## src/core/tng_regs.svh

```systemverilog
`ifndef TNG_REGS_SVH
`define TNG_REGS_SVH

////////////////////////////////////////////////////////////////////////////////
// Register indices (byte address is four times the index)
`define TNG_IDX_PIN_CTRL 10'h00f
`define TNG_IDX_DIV0_LO 10'h010
`define TNG_IDX_DIV0_HI 10'h011
`define TNG_IDX_DIV1_LO 10'h012
`define TNG_IDX_DIV1_HI 10'h013
`define TNG_IDX_SOUND_CTRL 10'h016
`define TNG_IDX_LOUDNESS 10'h017

////////////////////////////////////////////////////////////////////////////////
// Field positions
`define TNG_PIN_INV_BIT 0
`define TNG_PIN_SOUND_BIT 1
`define TNG_CHAN0_LOUDNESS_LSB 0
`define TNG_CHAN1_LOUDNESS_LSB 4
`define TNG_NOISE_BASE_W 6

////////////////////////////////////////////////////////////////////////////////
// Reset values
`define TNG_RST_PIN_CTRL 2'h0
`define TNG_RST_DIV 12'h000
`define TNG_RST_SOUND_CTRL 7'h00
`define TNG_RST_LOUDNESS 8'h00
`define TNG_RST_LFSR 15'h0001

////////////////////////////////////////////////////////////////////////////////
// Timing counts
`define TNG_COUNT_TOP 12'hfff
`define TNG_NOISE_RELOAD_HI 6'h3f
`define TNG_PRE_MASK_DIV1 4'h0
`define TNG_PRE_MASK_DIV2 4'h1
`define TNG_PRE_MASK_DIV4 4'h3
`define TNG_PRE_MASK_DIV8 4'h7
`define TNG_PRE_MASK_DIV16 4'hf
`define TNG_LEVEL_MAX 4'hf

`endif

```

## src/core/tng_pkg.sv

```systemverilog
package tng_pkg;

  // Sound control fields, bit 6 down to bit 0
  typedef struct packed {
    logic [2:0] sound_clock_select;
    logic noise_select;
    logic chan1_on;
    logic chan0_on;
    logic sample_player_select;
  } tng_ctrl_s;

  // Bus slave phase
  typedef enum logic [1:0] {
    TNG_BUS_IDLE = 2'b00,
    TNG_BUS_WRITE = 2'b01,
    TNG_BUS_RD_WAIT = 2'b10,
    TNG_BUS_RD_DONE = 2'b11
  } tng_bus_e;

endpackage : tng_pkg

```

## src/core/tng_top.sv

```systemverilog
`timescale 1ns/1ps
`include "tng_regs.svh"

// Behaviour
// - Each channel has a 12-bit up counter auto-reloading its divider on overflow.
// - Channel 0 tone toggles per overflow: sound clock/(4096-divider)/2.
// - Channel 1 tone gives sound clock/(4096-divider)/2.
// - Control bit 0 selects sample player (1) or tone/noise generator (0).
// - Control bit 1 enables channel 0 tone in tone/noise function.
// - Control bit 2 enables channel 1, tone or noise.
// - Control bit 3 makes channel 1 noise (1) or tone (0).
// - Noise base frequency comes from low six bits of channel 1 low divider.
// - Writing 1 to channel 1 enable starts noise in noise mode.
// - Channel 0 alone with all volume bits set gives maximum level.
// - Port B bit 0 carries inverted sound when enabled and set as output.
// - Clock select: 000 /2, X01 /4, X10 /8, X11 /16, 100 /1.
module tng_top (
  input wire logic core_clk,
  input wire logic rst_n,
  input wire logic clk_en,
  input wire logic hsel,
  input wire logic [31:0] haddr,
  input wire logic [1:0] htrans,
  input wire logic hwrite,
  input wire logic [2:0] hsize,
  input wire logic [31:0] hwdata,
  input wire logic hready,
  output logic hreadyout,
  output logic hresp,
  output logic [31:0] hrdata,
  input wire logic [1:0] pb_dir,
  input wire logic [1:0] pb_gpio,
  output logic [1:0] pb_out,
  output logic [1:0] pb_oe,
  output logic [3:0] sound_level
);

  //////////////////////////////////////////////////////////////////////////////
  // Functions

  function automatic logic [9:0] reg_index(input logic [31:0] addr);
    reg_index = addr[11:2];
  endfunction : reg_index

  function automatic logic [11:0] count_step(input logic [11:0] cnt, input logic [11:0] reload);
    if (cnt == `TNG_COUNT_TOP) begin
      count_step = reload;
    end else begin
      count_step = cnt + 12'h001;
    end
  endfunction : count_step

  function automatic logic [3:0] pre_mask(input logic [2:0] sel);
    unique case (sel)
      3'b000: pre_mask = `TNG_PRE_MASK_DIV2;
      3'b001, 3'b101: pre_mask = `TNG_PRE_MASK_DIV4;
      3'b010, 3'b110: pre_mask = `TNG_PRE_MASK_DIV8;
      3'b011, 3'b111: pre_mask = `TNG_PRE_MASK_DIV16;
      3'b100: pre_mask = `TNG_PRE_MASK_DIV1;
    endcase
  endfunction : pre_mask

  //////////////////////////////////////////////////////////////////////////////
  // Declarations

  tng_pkg::tng_bus_e bus_q;
  logic [9:0] addr_q;
  logic [31:0] hrdata_q;
  logic [7:0] rd_byte;
  logic addr_ok;
  logic wr_en;

  tng_pkg::tng_ctrl_s ctrl_q;
  logic [7:0] loud_q;
  logic [1:0] pin_q;
  logic [11:0] div0_q;
  logic [11:0] div1_q;

  logic [3:0] pre_q;
  logic tick;
  logic en0;
  logic en1;
  logic [11:0] reload1;
  logic [11:0] cnt0_q;
  logic [11:0] cnt1_q;
  logic ovf0;
  logic ovf1;
  logic tone0_q;
  logic tone1_q;
  logic [14:0] lfsr_q;
  logic ch1_bit;

  logic [3:0] amp0;
  logic [3:0] amp1;
  logic [4:0] amp_sum;
  logic [3:0] level_q;
  logic [3:0] pwm_q;
  logic sound_q;
  logic [1:0] pb_out_q;
  logic [1:0] pb_oe_q;

  //////////////////////////////////////////////////////////////////////////////
  // Bus slave

  assign addr_ok = hsel && hready && htrans[1];

  always_ff @(posedge core_clk or negedge rst_n) begin
    if (!rst_n) begin
      bus_q <= tng_pkg::TNG_BUS_IDLE;
    end else if (clk_en) begin
      unique case (bus_q)
        tng_pkg::TNG_BUS_RD_WAIT: begin
          bus_q <= tng_pkg::TNG_BUS_RD_DONE;
        end
        tng_pkg::TNG_BUS_IDLE, tng_pkg::TNG_BUS_WRITE, tng_pkg::TNG_BUS_RD_DONE: begin
          if (addr_ok) begin
            bus_q <= hwrite ? tng_pkg::TNG_BUS_WRITE : tng_pkg::TNG_BUS_RD_WAIT;
          end else begin
            bus_q <= tng_pkg::TNG_BUS_IDLE;
          end
        end
      endcase
    end
  end

  always_ff @(posedge core_clk or negedge rst_n) begin
    if (!rst_n) begin
      addr_q <= 10'h000;
    end else if (clk_en && addr_ok && (bus_q != tng_pkg::TNG_BUS_RD_WAIT)) begin
      addr_q <= reg_index(haddr);
    end
  end

  assign wr_en = clk_en && (bus_q == tng_pkg::TNG_BUS_WRITE);

  always_comb begin
    rd_byte = 8'h00;
    unique case (addr_q)
      `TNG_IDX_PIN_CTRL: rd_byte = {6'h00, pin_q};
      `TNG_IDX_DIV0_LO: rd_byte = div0_q[7:0];
      `TNG_IDX_DIV0_HI: rd_byte = {4'h0, div0_q[11:8]};
      `TNG_IDX_DIV1_LO: rd_byte = div1_q[7:0];
      `TNG_IDX_DIV1_HI: rd_byte = {4'h0, div1_q[11:8]};
      `TNG_IDX_SOUND_CTRL: rd_byte = {1'b0, ctrl_q};
      `TNG_IDX_LOUDNESS: rd_byte = loud_q;
      default: rd_byte = 8'h00;
    endcase
  end

  always_ff @(posedge core_clk or negedge rst_n) begin
    if (!rst_n) begin
      hrdata_q <= 32'h0000_0000;
    end else if (clk_en && (bus_q == tng_pkg::TNG_BUS_RD_WAIT)) begin
      hrdata_q <= {24'h00_0000, rd_byte};
    end
  end

  assign hreadyout = (bus_q != tng_pkg::TNG_BUS_RD_WAIT);
  assign hresp = 1'b0;
  assign hrdata = hrdata_q;

  //////////////////////////////////////////////////////////////////////////////
  // Registers

  always_ff @(posedge core_clk or negedge rst_n) begin
    if (!rst_n) begin
      ctrl_q <= `TNG_RST_SOUND_CTRL;
    end else if (wr_en && (addr_q == `TNG_IDX_SOUND_CTRL)) begin
      ctrl_q <= hwdata[6:0];
    end
  end

  always_ff @(posedge core_clk or negedge rst_n) begin
    if (!rst_n) begin
      loud_q <= `TNG_RST_LOUDNESS;
    end else if (wr_en && (addr_q == `TNG_IDX_LOUDNESS)) begin
      loud_q <= hwdata[7:0];
    end
  end

  always_ff @(posedge core_clk or negedge rst_n) begin
    if (!rst_n) begin
      pin_q <= `TNG_RST_PIN_CTRL;
    end else if (wr_en && (addr_q == `TNG_IDX_PIN_CTRL)) begin
      pin_q <= hwdata[1:0];
    end
  end

  always_ff @(posedge core_clk or negedge rst_n) begin
    if (!rst_n) begin
      div0_q <= `TNG_RST_DIV;
    end else if (wr_en && (addr_q == `TNG_IDX_DIV0_LO)) begin
      div0_q[7:0] <= hwdata[7:0];
    end else if (wr_en && (addr_q == `TNG_IDX_DIV0_HI)) begin
      div0_q[11:8] <= hwdata[3:0];
    end
  end

  always_ff @(posedge core_clk or negedge rst_n) begin
    if (!rst_n) begin
      div1_q <= `TNG_RST_DIV;
    end else if (wr_en && (addr_q == `TNG_IDX_DIV1_LO)) begin
      div1_q[7:0] <= hwdata[7:0];
    end else if (wr_en && (addr_q == `TNG_IDX_DIV1_HI)) begin
      div1_q[11:8] <= hwdata[3:0];
    end
  end

  //////////////////////////////////////////////////////////////////////////////
  // Sound clock prescaler

  always_ff @(posedge core_clk or negedge rst_n) begin
    if (!rst_n) begin
      pre_q <= 4'h0;
    end else if (clk_en) begin
      pre_q <= pre_q + 4'h1;
    end
  end

  // One tick per sound clock period
  assign tick = clk_en && ((pre_q & pre_mask(ctrl_q.sound_clock_select)) == pre_mask(ctrl_q.sound_clock_select));

  //////////////////////////////////////////////////////////////////////////////
  // Channel counters

  assign en0 = !ctrl_q.sample_player_select && ctrl_q.chan0_on;
  assign en1 = !ctrl_q.sample_player_select && ctrl_q.chan1_on;
  assign reload1 = ctrl_q.noise_select ? {`TNG_NOISE_RELOAD_HI, div1_q[`TNG_NOISE_BASE_W-1:0]} : div1_q;
  assign ovf0 = tick && (cnt0_q == `TNG_COUNT_TOP);
  assign ovf1 = tick && (cnt1_q == `TNG_COUNT_TOP);

  always_ff @(posedge core_clk or negedge rst_n) begin
    if (!rst_n) begin
      cnt0_q <= `TNG_RST_DIV;
    end else if (clk_en && !en0) begin
      cnt0_q <= div0_q;
    end else if (tick) begin
      cnt0_q <= count_step(cnt0_q, div0_q);
    end
  end

  always_ff @(posedge core_clk or negedge rst_n) begin
    if (!rst_n) begin
      cnt1_q <= `TNG_RST_DIV;
    end else if (clk_en && !en1) begin
      cnt1_q <= reload1;
    end else if (tick) begin
      cnt1_q <= count_step(cnt1_q, reload1);
    end
  end

  always_ff @(posedge core_clk or negedge rst_n) begin
    if (!rst_n) begin
      tone0_q <= 1'b0;
    end else if (clk_en && !en0) begin
      tone0_q <= 1'b0;
    end else if (ovf0) begin
      tone0_q <= !tone0_q;
    end
  end

  always_ff @(posedge core_clk or negedge rst_n) begin
    if (!rst_n) begin
      tone1_q <= 1'b0;
    end else if (clk_en && (!en1 || ctrl_q.noise_select)) begin
      tone1_q <= 1'b0;
    end else if (ovf1) begin
      tone1_q <= !tone1_q;
    end
  end

  // Reseeded while off, so each enable starts the same sequence
  always_ff @(posedge core_clk or negedge rst_n) begin
    if (!rst_n) begin
      lfsr_q <= `TNG_RST_LFSR;
    end else if (clk_en && !en1) begin
      lfsr_q <= `TNG_RST_LFSR;
    end else if (ovf1 && ctrl_q.noise_select) begin
      lfsr_q <= {lfsr_q[13:0], lfsr_q[14] ^ lfsr_q[13]};
    end
  end

  assign ch1_bit = ctrl_q.noise_select ? lfsr_q[14] : tone1_q;

  //////////////////////////////////////////////////////////////////////////////
  // Mixer and level modulator

  assign amp0 = (en0 && tone0_q) ? loud_q[`TNG_CHAN0_LOUDNESS_LSB +: 4] : 4'h0;
  assign amp1 = (en1 && ch1_bit) ? loud_q[`TNG_CHAN1_LOUDNESS_LSB +: 4] : 4'h0;
  assign amp_sum = {1'b0, amp0} + {1'b0, amp1};

  // Saturate: channel 0 alone at full loudness already hits the top
  always_ff @(posedge core_clk or negedge rst_n) begin
    if (!rst_n) begin
      level_q <= 4'h0;
    end else if (clk_en) begin
      level_q <= amp_sum[4] ? `TNG_LEVEL_MAX : amp_sum[3:0];
    end
  end

  always_ff @(posedge core_clk or negedge rst_n) begin
    if (!rst_n) begin
      pwm_q <= 4'h0;
    end else if (clk_en) begin
      pwm_q <= pwm_q + 4'h1;
    end
  end

  // High for level sixteenths of each pulse frame
  always_ff @(posedge core_clk or negedge rst_n) begin
    if (!rst_n) begin
      sound_q <= 1'b0;
    end else if (clk_en) begin
      sound_q <= (pwm_q < level_q);
    end
  end

  assign sound_level = level_q;

  //////////////////////////////////////////////////////////////////////////////
  // Port B pins

  always_ff @(posedge core_clk or negedge rst_n) begin
    if (!rst_n) begin
      pb_out_q <= 2'b00;
      pb_oe_q <= 2'b00;
    end else if (clk_en) begin
      pb_oe_q <= pb_dir;
      pb_out_q[1] <= pin_q[`TNG_PIN_SOUND_BIT] ? sound_q : pb_gpio[1];
      pb_out_q[0] <= pin_q[`TNG_PIN_INV_BIT] ? !sound_q : pb_gpio[0];
    end
  end

  assign pb_out = pb_out_q;
  assign pb_oe = pb_oe_q;

endmodule : tng_top

```

## config.mk

```make
export PLATFORM = sky130hd
export DESIGN_NAME = tng_top
export DESIGN_NICKNAME = d
export VERILOG_FILES = /design/src/core/tng_pkg.sv /design/src/core/tng_top.sv
export VERILOG_INCLUDE_DIRS = /design/src /design/src/core
export SDC_FILE = /design/constraint.sdc
export NUM_CORES = 1
export LEC_CHECK = 0
export BUFFER_PORTS_ARGS = -buffer_cell sky130_fd_sc_hd__buf_4
export CAP_MARGIN = 0
export CORE_MARGIN = 8
export CORE_UTILIZATION = 50
export CTS_BUF_LIST = sky130_fd_sc_hd__clkbuf_16
export CTS_CLUSTER_SIZE = 12
export DETAILED_ROUTE_END_ITERATION = 10
export HOLD_SLACK_MARGIN = 0.06
export PLACE_DENSITY = 0.79
export SLEW_MARGIN = 25
export SYNTH_ARGS = -nofsm -noshare
export SYNTH_HDL_FRONTEND = slang
export SYNTH_SLANG_ARGS = --single-unit
export TNS_END_PERCENT = 20
```

## constraint.sdc

```tcl
create_clock -name core_clk -period 3.45 [get_ports core_clk]
set_input_delay 0 -clock core_clk [delete_from_list [all_inputs] [get_ports core_clk]]
set_output_delay 0 -clock core_clk [all_outputs]
set_load 0.05 [all_outputs]
```

# After elaboration in Yosys (flattened, before gate mapping)
# Memories as Yosys holds them, arrays and structs flattened.
# Cells that the tools add are included.
# totals
mem_count	2
wordCells	114
regBits	119
mem_bits_ro	64
out_inout_bits	42
# classes
bitwise_logic	4
magnitude_cmp	1
n_reduce_logical	40
muxes	23
eq_ne	14
addsub	5
# memory_table
name	depth	width	rd	rd_ports_with_merged_regs	write_ports	line	rtl
(no name shown)	8	4	1	0	0	tng_top.sv:54	unique case (sel)
(no name shown)	8	4	1	0	0	tng_top.sv:54	
# op_table
cell	count
2-to-1 mux 12 bit	7
equality test 10 x 5 -> 1 bit (second input constant)	6
one-hot mux 8 bit (7 select lines)	1
2-to-1 mux 15 bit	2
adder 12 x 1 -> 12 bit (second input constant)	2
equality test 12 bit (second input constant)	2
logical AND 1 bit	24
2-to-1 mux 4 bit	3
equality test 10 x 4 -> 1 bit (second input constant)	1
nonzero test 2 bit	5
adder 4 x 1 -> 4 bit (second input constant)	2
2-to-1 mux 1 bit	7
logical NOT 1 bit	6
adder 4 x 4 -> 5 bit	1
AND 4 bit	1
equality test 2 bit (second input constant)	2
equality test 4 bit	1
< comparator 4 bit	1
2-to-1 mux 2 bit	2
one-hot mux 2 bit (2 select lines)	1
AND reduction 2 bit	2
OR reduction 3 bit	1
equality test 2 x 1 -> 1 bit (second input constant)	1
logical NOT 2 bit	1
4 further kinds	5

# Depth between registers and ports, before layout
# An unclocked memory read counts as a cell.
# logic_depth
word_depth	8
ltp_mapped	10
ltp_nobuf	9

# Worst setup path before layout
# No wires, ideal clock.
# synth_timing
path_type	register to register
start	register addr_q[7]
end	register ctrl_q[0] (netlist bit)
setup_time_ns	0.125
path_buffers	2
arrival_time_ns	2.252
path_stages_with_launch	8
path_slack_ns	1.073
path_cell_list	dfrtp_1 or4_4 or3b_1 buf_2 nor3_4 and2_2 buf_4 mux2_2
# synth_between
elab_chain_cells	2
# synth_lines
item	line	rtl
from (decl)	tng_top.sv:67	logic [9:0] addr_q;
from (signal assigned)	tng_top.sv:130	addr_q <= reg_index(haddr);
equality test 10 x 5 -> 1 bit	--	
logical AND 1 bit	tng_top.sv:168	end else if (wr_en && (addr_q == `TNG_IDX_SOUND_CTRL)) begin
to (signal assigned)	tng_top.sv:167	ctrl_q <= `TNG_RST_SOUND_CTRL;
to (signal assigned)	tng_top.sv:169	ctrl_q <= hwdata[6:0];
to (decl)	tng_top.sv:73	tng_pkg::tng_ctrl_s ctrl_q;
# No other way between the ends.
# A chain may end at the register's enable or synchronous reset.

# Worst setup path after layout
# layout_timing
start	register ctrl_q[3] (netlist bit)
end	register level_q[3] (netlist: sound_level[3])
# layout_between
elab_chain_cells	5
# layout_lines
item	line	rtl
2-to-1 mux 1 bit	tng_top.sv:283	assign ch1_bit = ctrl_q.noise_select ? lfsr_q[14] : tone1_q;
logical AND 1 bit	tng_top.sv:289	assign amp1 = (en1 && ch1_bit) ? loud_q[`TNG_CHAN1_LOUDNESS_LSB +: 4] : 4'h0;
2-to-1 mux 4 bit	tng_top.sv:289	
adder 4 x 4 -> 5 bit	tng_top.sv:290	assign amp_sum = {1'b0, amp0} + {1'b0, amp1};
2-to-1 mux 4 bit	tng_top.sv:297	level_q <= amp_sum[4] ? `TNG_LEVEL_MAX : amp_sum[3:0];
to (signal assigned)	tng_top.sv:297	
to (decl)	tng_top.sv:96	logic [3:0] level_q;
# No other way between the ends.

==> impl_metrics.tcl <==
set metrics [dict create \
    rr_endpoint "sound_level[3]" \
    routed_via_density 5.835 \
    post-cts-setup-buffers 0 \
    power_density_nw_per_um2 561.9 \
    yosys_warnings 0 \
    final.min_clock_period_ns 2.641 \
    syn_to_final_growth_pct 19.93 \
    cts_buffers 17 \
    synth_fa_ha_area_share_pct 2.539 \
    mostFrequentLayoutCells "118 x dfrtp_1, 56 x mux2_2, 50 x buf_4, 39 x nor2_1, 33 x nand2_1" \
    hold_path_class "input pin to async pin" \
    syn_inst 569 \
    layout_commonest_cell "dfrtp_1" \
    r2r_start "ctrl_q[3]" \
    hold_viol_final 0 \
    dp_hpwl_mm 10.22 \
    wirelength_mm 15.46 \
    synth-main-ff-cell "dfrtp_1" \
    async_flop_share_pct 100.0 \
    setup_viol_count_final 0 \
    coreArea_um2 12060 \
    synth_compound_area_share_pct 12.88 \
    wl_per_cell_um 18.78 \
    insertion_delay_ns 0.42 \
    fmax_mhz 378.6 \
    drv_cap 0 \
    ios 121 \
    end_kind "flip-flop" \
    synth.distinct_cells 63 \
    status "completed" \
    crit_arrival_ns 2.94 \
    synth_seq_cells 119 \
    vdd_ir_drop_max_mv 0.4162 \
    grt_pass1_wl_mm 25.52 \
    die_x_um 127.4 \
    grt_overflow 0 \
    dr.pass1.iters 5 \
    synth_area_um2 6208 \
    drv_slew 0 \
    grt_pass1_vias 5131 \
    period_share_pct 76.56 \
    cp_common_cell "and2_1" \
    rrSetupSlack_ns 0.81 \
    synth_xor_area_share_pct 1.411 \
    cts_resized 0 \
    numClockSinks 119 \
    grt_max_degree 70 \
    die_area_um2 16240 \
    crit_chain "mux2i_1, nor2_1, and2_1, ha_1, fa_1, and2_1, o21ai_0, nand3b_1, o22a_1" \
    crit_start "ctrl_q[3]" \
    syn_avg_cell_area_um2 10.91 \
    antenna_found_initial 0 \
    max_stage_delay_ns 0.61 \
    rows 40 \
    start_util_pct 51.47 \
    final_layout_size_suffix_gt1_share_pct 23.21 \
    fill_cells 885 \
    antenna_cells 0 \
    finalNetCount 733 \
    drt_iter0_markers 479 \
    drcViolationCount 0 \
    critPathLaunchType "flip-flop" \
    rsz0062_at_grt "no" \
    htreeDepth 4 \
    maxSlewHeadroom_pct 33.67 \
    crit_slowest_cell "dfrtp_1" \
    crit_type "flip-flop to flip-flop" \
    yosys.area_share.simple_pct 13.04 \
    cts_tree "done" \
    path_clk_slew_ns 0.05 \
    grt_use_total_pct 19.83 \
    fin_tns_setup_ns 0 \
    drtAntennaViolNets 0 \
    report.power.total_mw 4.184 \
    cts_root_buf "clkbuf_16" \
    synthMuxAreaShare_pct 16.40 \
    worstPathMaxFanout 12 \
    synth_edf_count 0 \
    reg2regPathDepth 9 \
    required_ns 3.75 \
    leakage_nw 3.448 \
    portBuffers 45 \
    synth_top_family_by_area "multiplexers" \
    gp_congestion 0.8530 \
    ys_seq_area_share_pct 47.98 \
    worstMarginPinSlew_ns 0.9950 \
    cts_buffer_depth 2 \
    fin_skew_ns 0.008731 \
    vias 4802 \
    dieHeight_um 127.4 \
    cts_hold_buf 30 \
]
-- where the power goes --
| group | leakage (nW) | internal [mW] | total (mW) | switching (mW) |
|---|---|---|---|---|
| clock network | 0.288 | 1.04 | 1.65 | 0.617 |
| registers | 1.57 | 1.57 | 1.81 | 0.241 |
| logic | 1.59 | 0.322 | 0.723 | 0.401 |
| total | 3.45 | 2.92 | 4.18 | 1.26 |
-- final cells by class --
type | count | area [um^2] | area share, %
Multi-Input combinational cell | 410 | 2979 | 40.01
Clock inverter | 15 | 123.9 | 1.664
Tap cell | 168 | 210.2 | 2.823
Inverter | 14 | 52.55 | 0.7058
Timing Repair Buffer | 80 | 675.6 | 9.074
Sequential cell | 119 | 2979 | 40.01
Clock buffer | 17 | 425.4 | 5.713
-- worst max-delay path by stage --
stage          cells after the start  slack [ns]             end
2_1_floorplan                      7        1.07       ctrl_q[0]
6_report                           9        0.81  sound_level[3]
3_5_place_dp                       5        0.85       loud_q[1]
3_3_place_gp                       5        0.91       loud_q[3]
5_1_grt                            9        0.69  sound_level[3]
4_1_cts                            5        0.84       loud_q[3]
-- flip-flops by register name (all words and copies together), names as in the netlist, 2 cells and up --
signal,cells
hrdata,8
div0_q,12
ctrl_q,7
sound_level,4
pin_q,2
loud_q,8
div1_q,12
pb_oe,2
cnt1_q,12
lfsr_q,15
pwm_q,4
addr_q,10
cnt0_q,12
pb_out,2
bus_q,2
pre_q,4
-- critical path, delay by kind of cell, from the launching register on --
family	cells	cell delay [ns]
compound gates	2	0.40
simple gates	4	0.64
flops	1	0.61
fa+ha+maj	2	0.59
mux	1	0.28
-- synthesized netlist by cell type (12+ instances only) --
cell type    n  share of area [%]
inv_1       14               0.85
and2_1      12                1.2
nand3_1     18                1.5
a21oi_1     28                2.3
dfrtp_1    118                 48
nor2_1      39                2.4
o21ai_0     23                1.9
clkbuf_1    17                1.0
mux2i_1     32                5.2
mux2_2      56                 10
buf_4       27                3.3
and3_1      12                1.2
nand2_1     33                2.0
-- layer usage --
layer  up-vias  part of all wire (%)  GRT usage (%)
met4         0                   2.6          9.867
met1      2397                    41          23.30
met2       191                    50          33.06
li1       2177                     -              -
met5         -                     0              0
met3        37                   7.1          5.116
-- per-stage QoR --
| step | area [um^2] | std cells | hold WS, ns | setup WS, ns | utilization, % |
|---|---|---|---|---|---|
| 2_1_floorplan | 6299 | 593 | -0.2956 | 1.073 | - |
| 3_3_place_gp | 6596 | 761 | 0.1526 | 0.9100 | 54.69 |
| 3_5_place_dp | 6596 | 761 | 0.1760 | 0.8536 | 54.69 |
| 4_1_cts | 7446 | 823 | 0.2210 | 0.8375 | 61.73 |
| 5_1_grt | 7446 | 823 | 0.2880 | 0.6872 | 61.73 |
| 6_report | 7446 | 823 | 0.2581 | 0.8086 | 61.73 |
-- cell families (layout without fill, tap and decap cells) --
| family | count (synthesis) | in the layout |
|---|---|---|
| adders and majority gates | 12 | 12 |
| AOI/OAI and AO/OA | 118 | 118 |
| muxes | 91 | 91 |
| xor gates and xnor gates | 10 | 10 |
| other | 1 | 25 |
| DFF | 119 | 119 |
| and+or+nand+nor | 154 | 154 |
| buffers and inverters | 64 | 126 |
(Power assumes the default switching activity.)
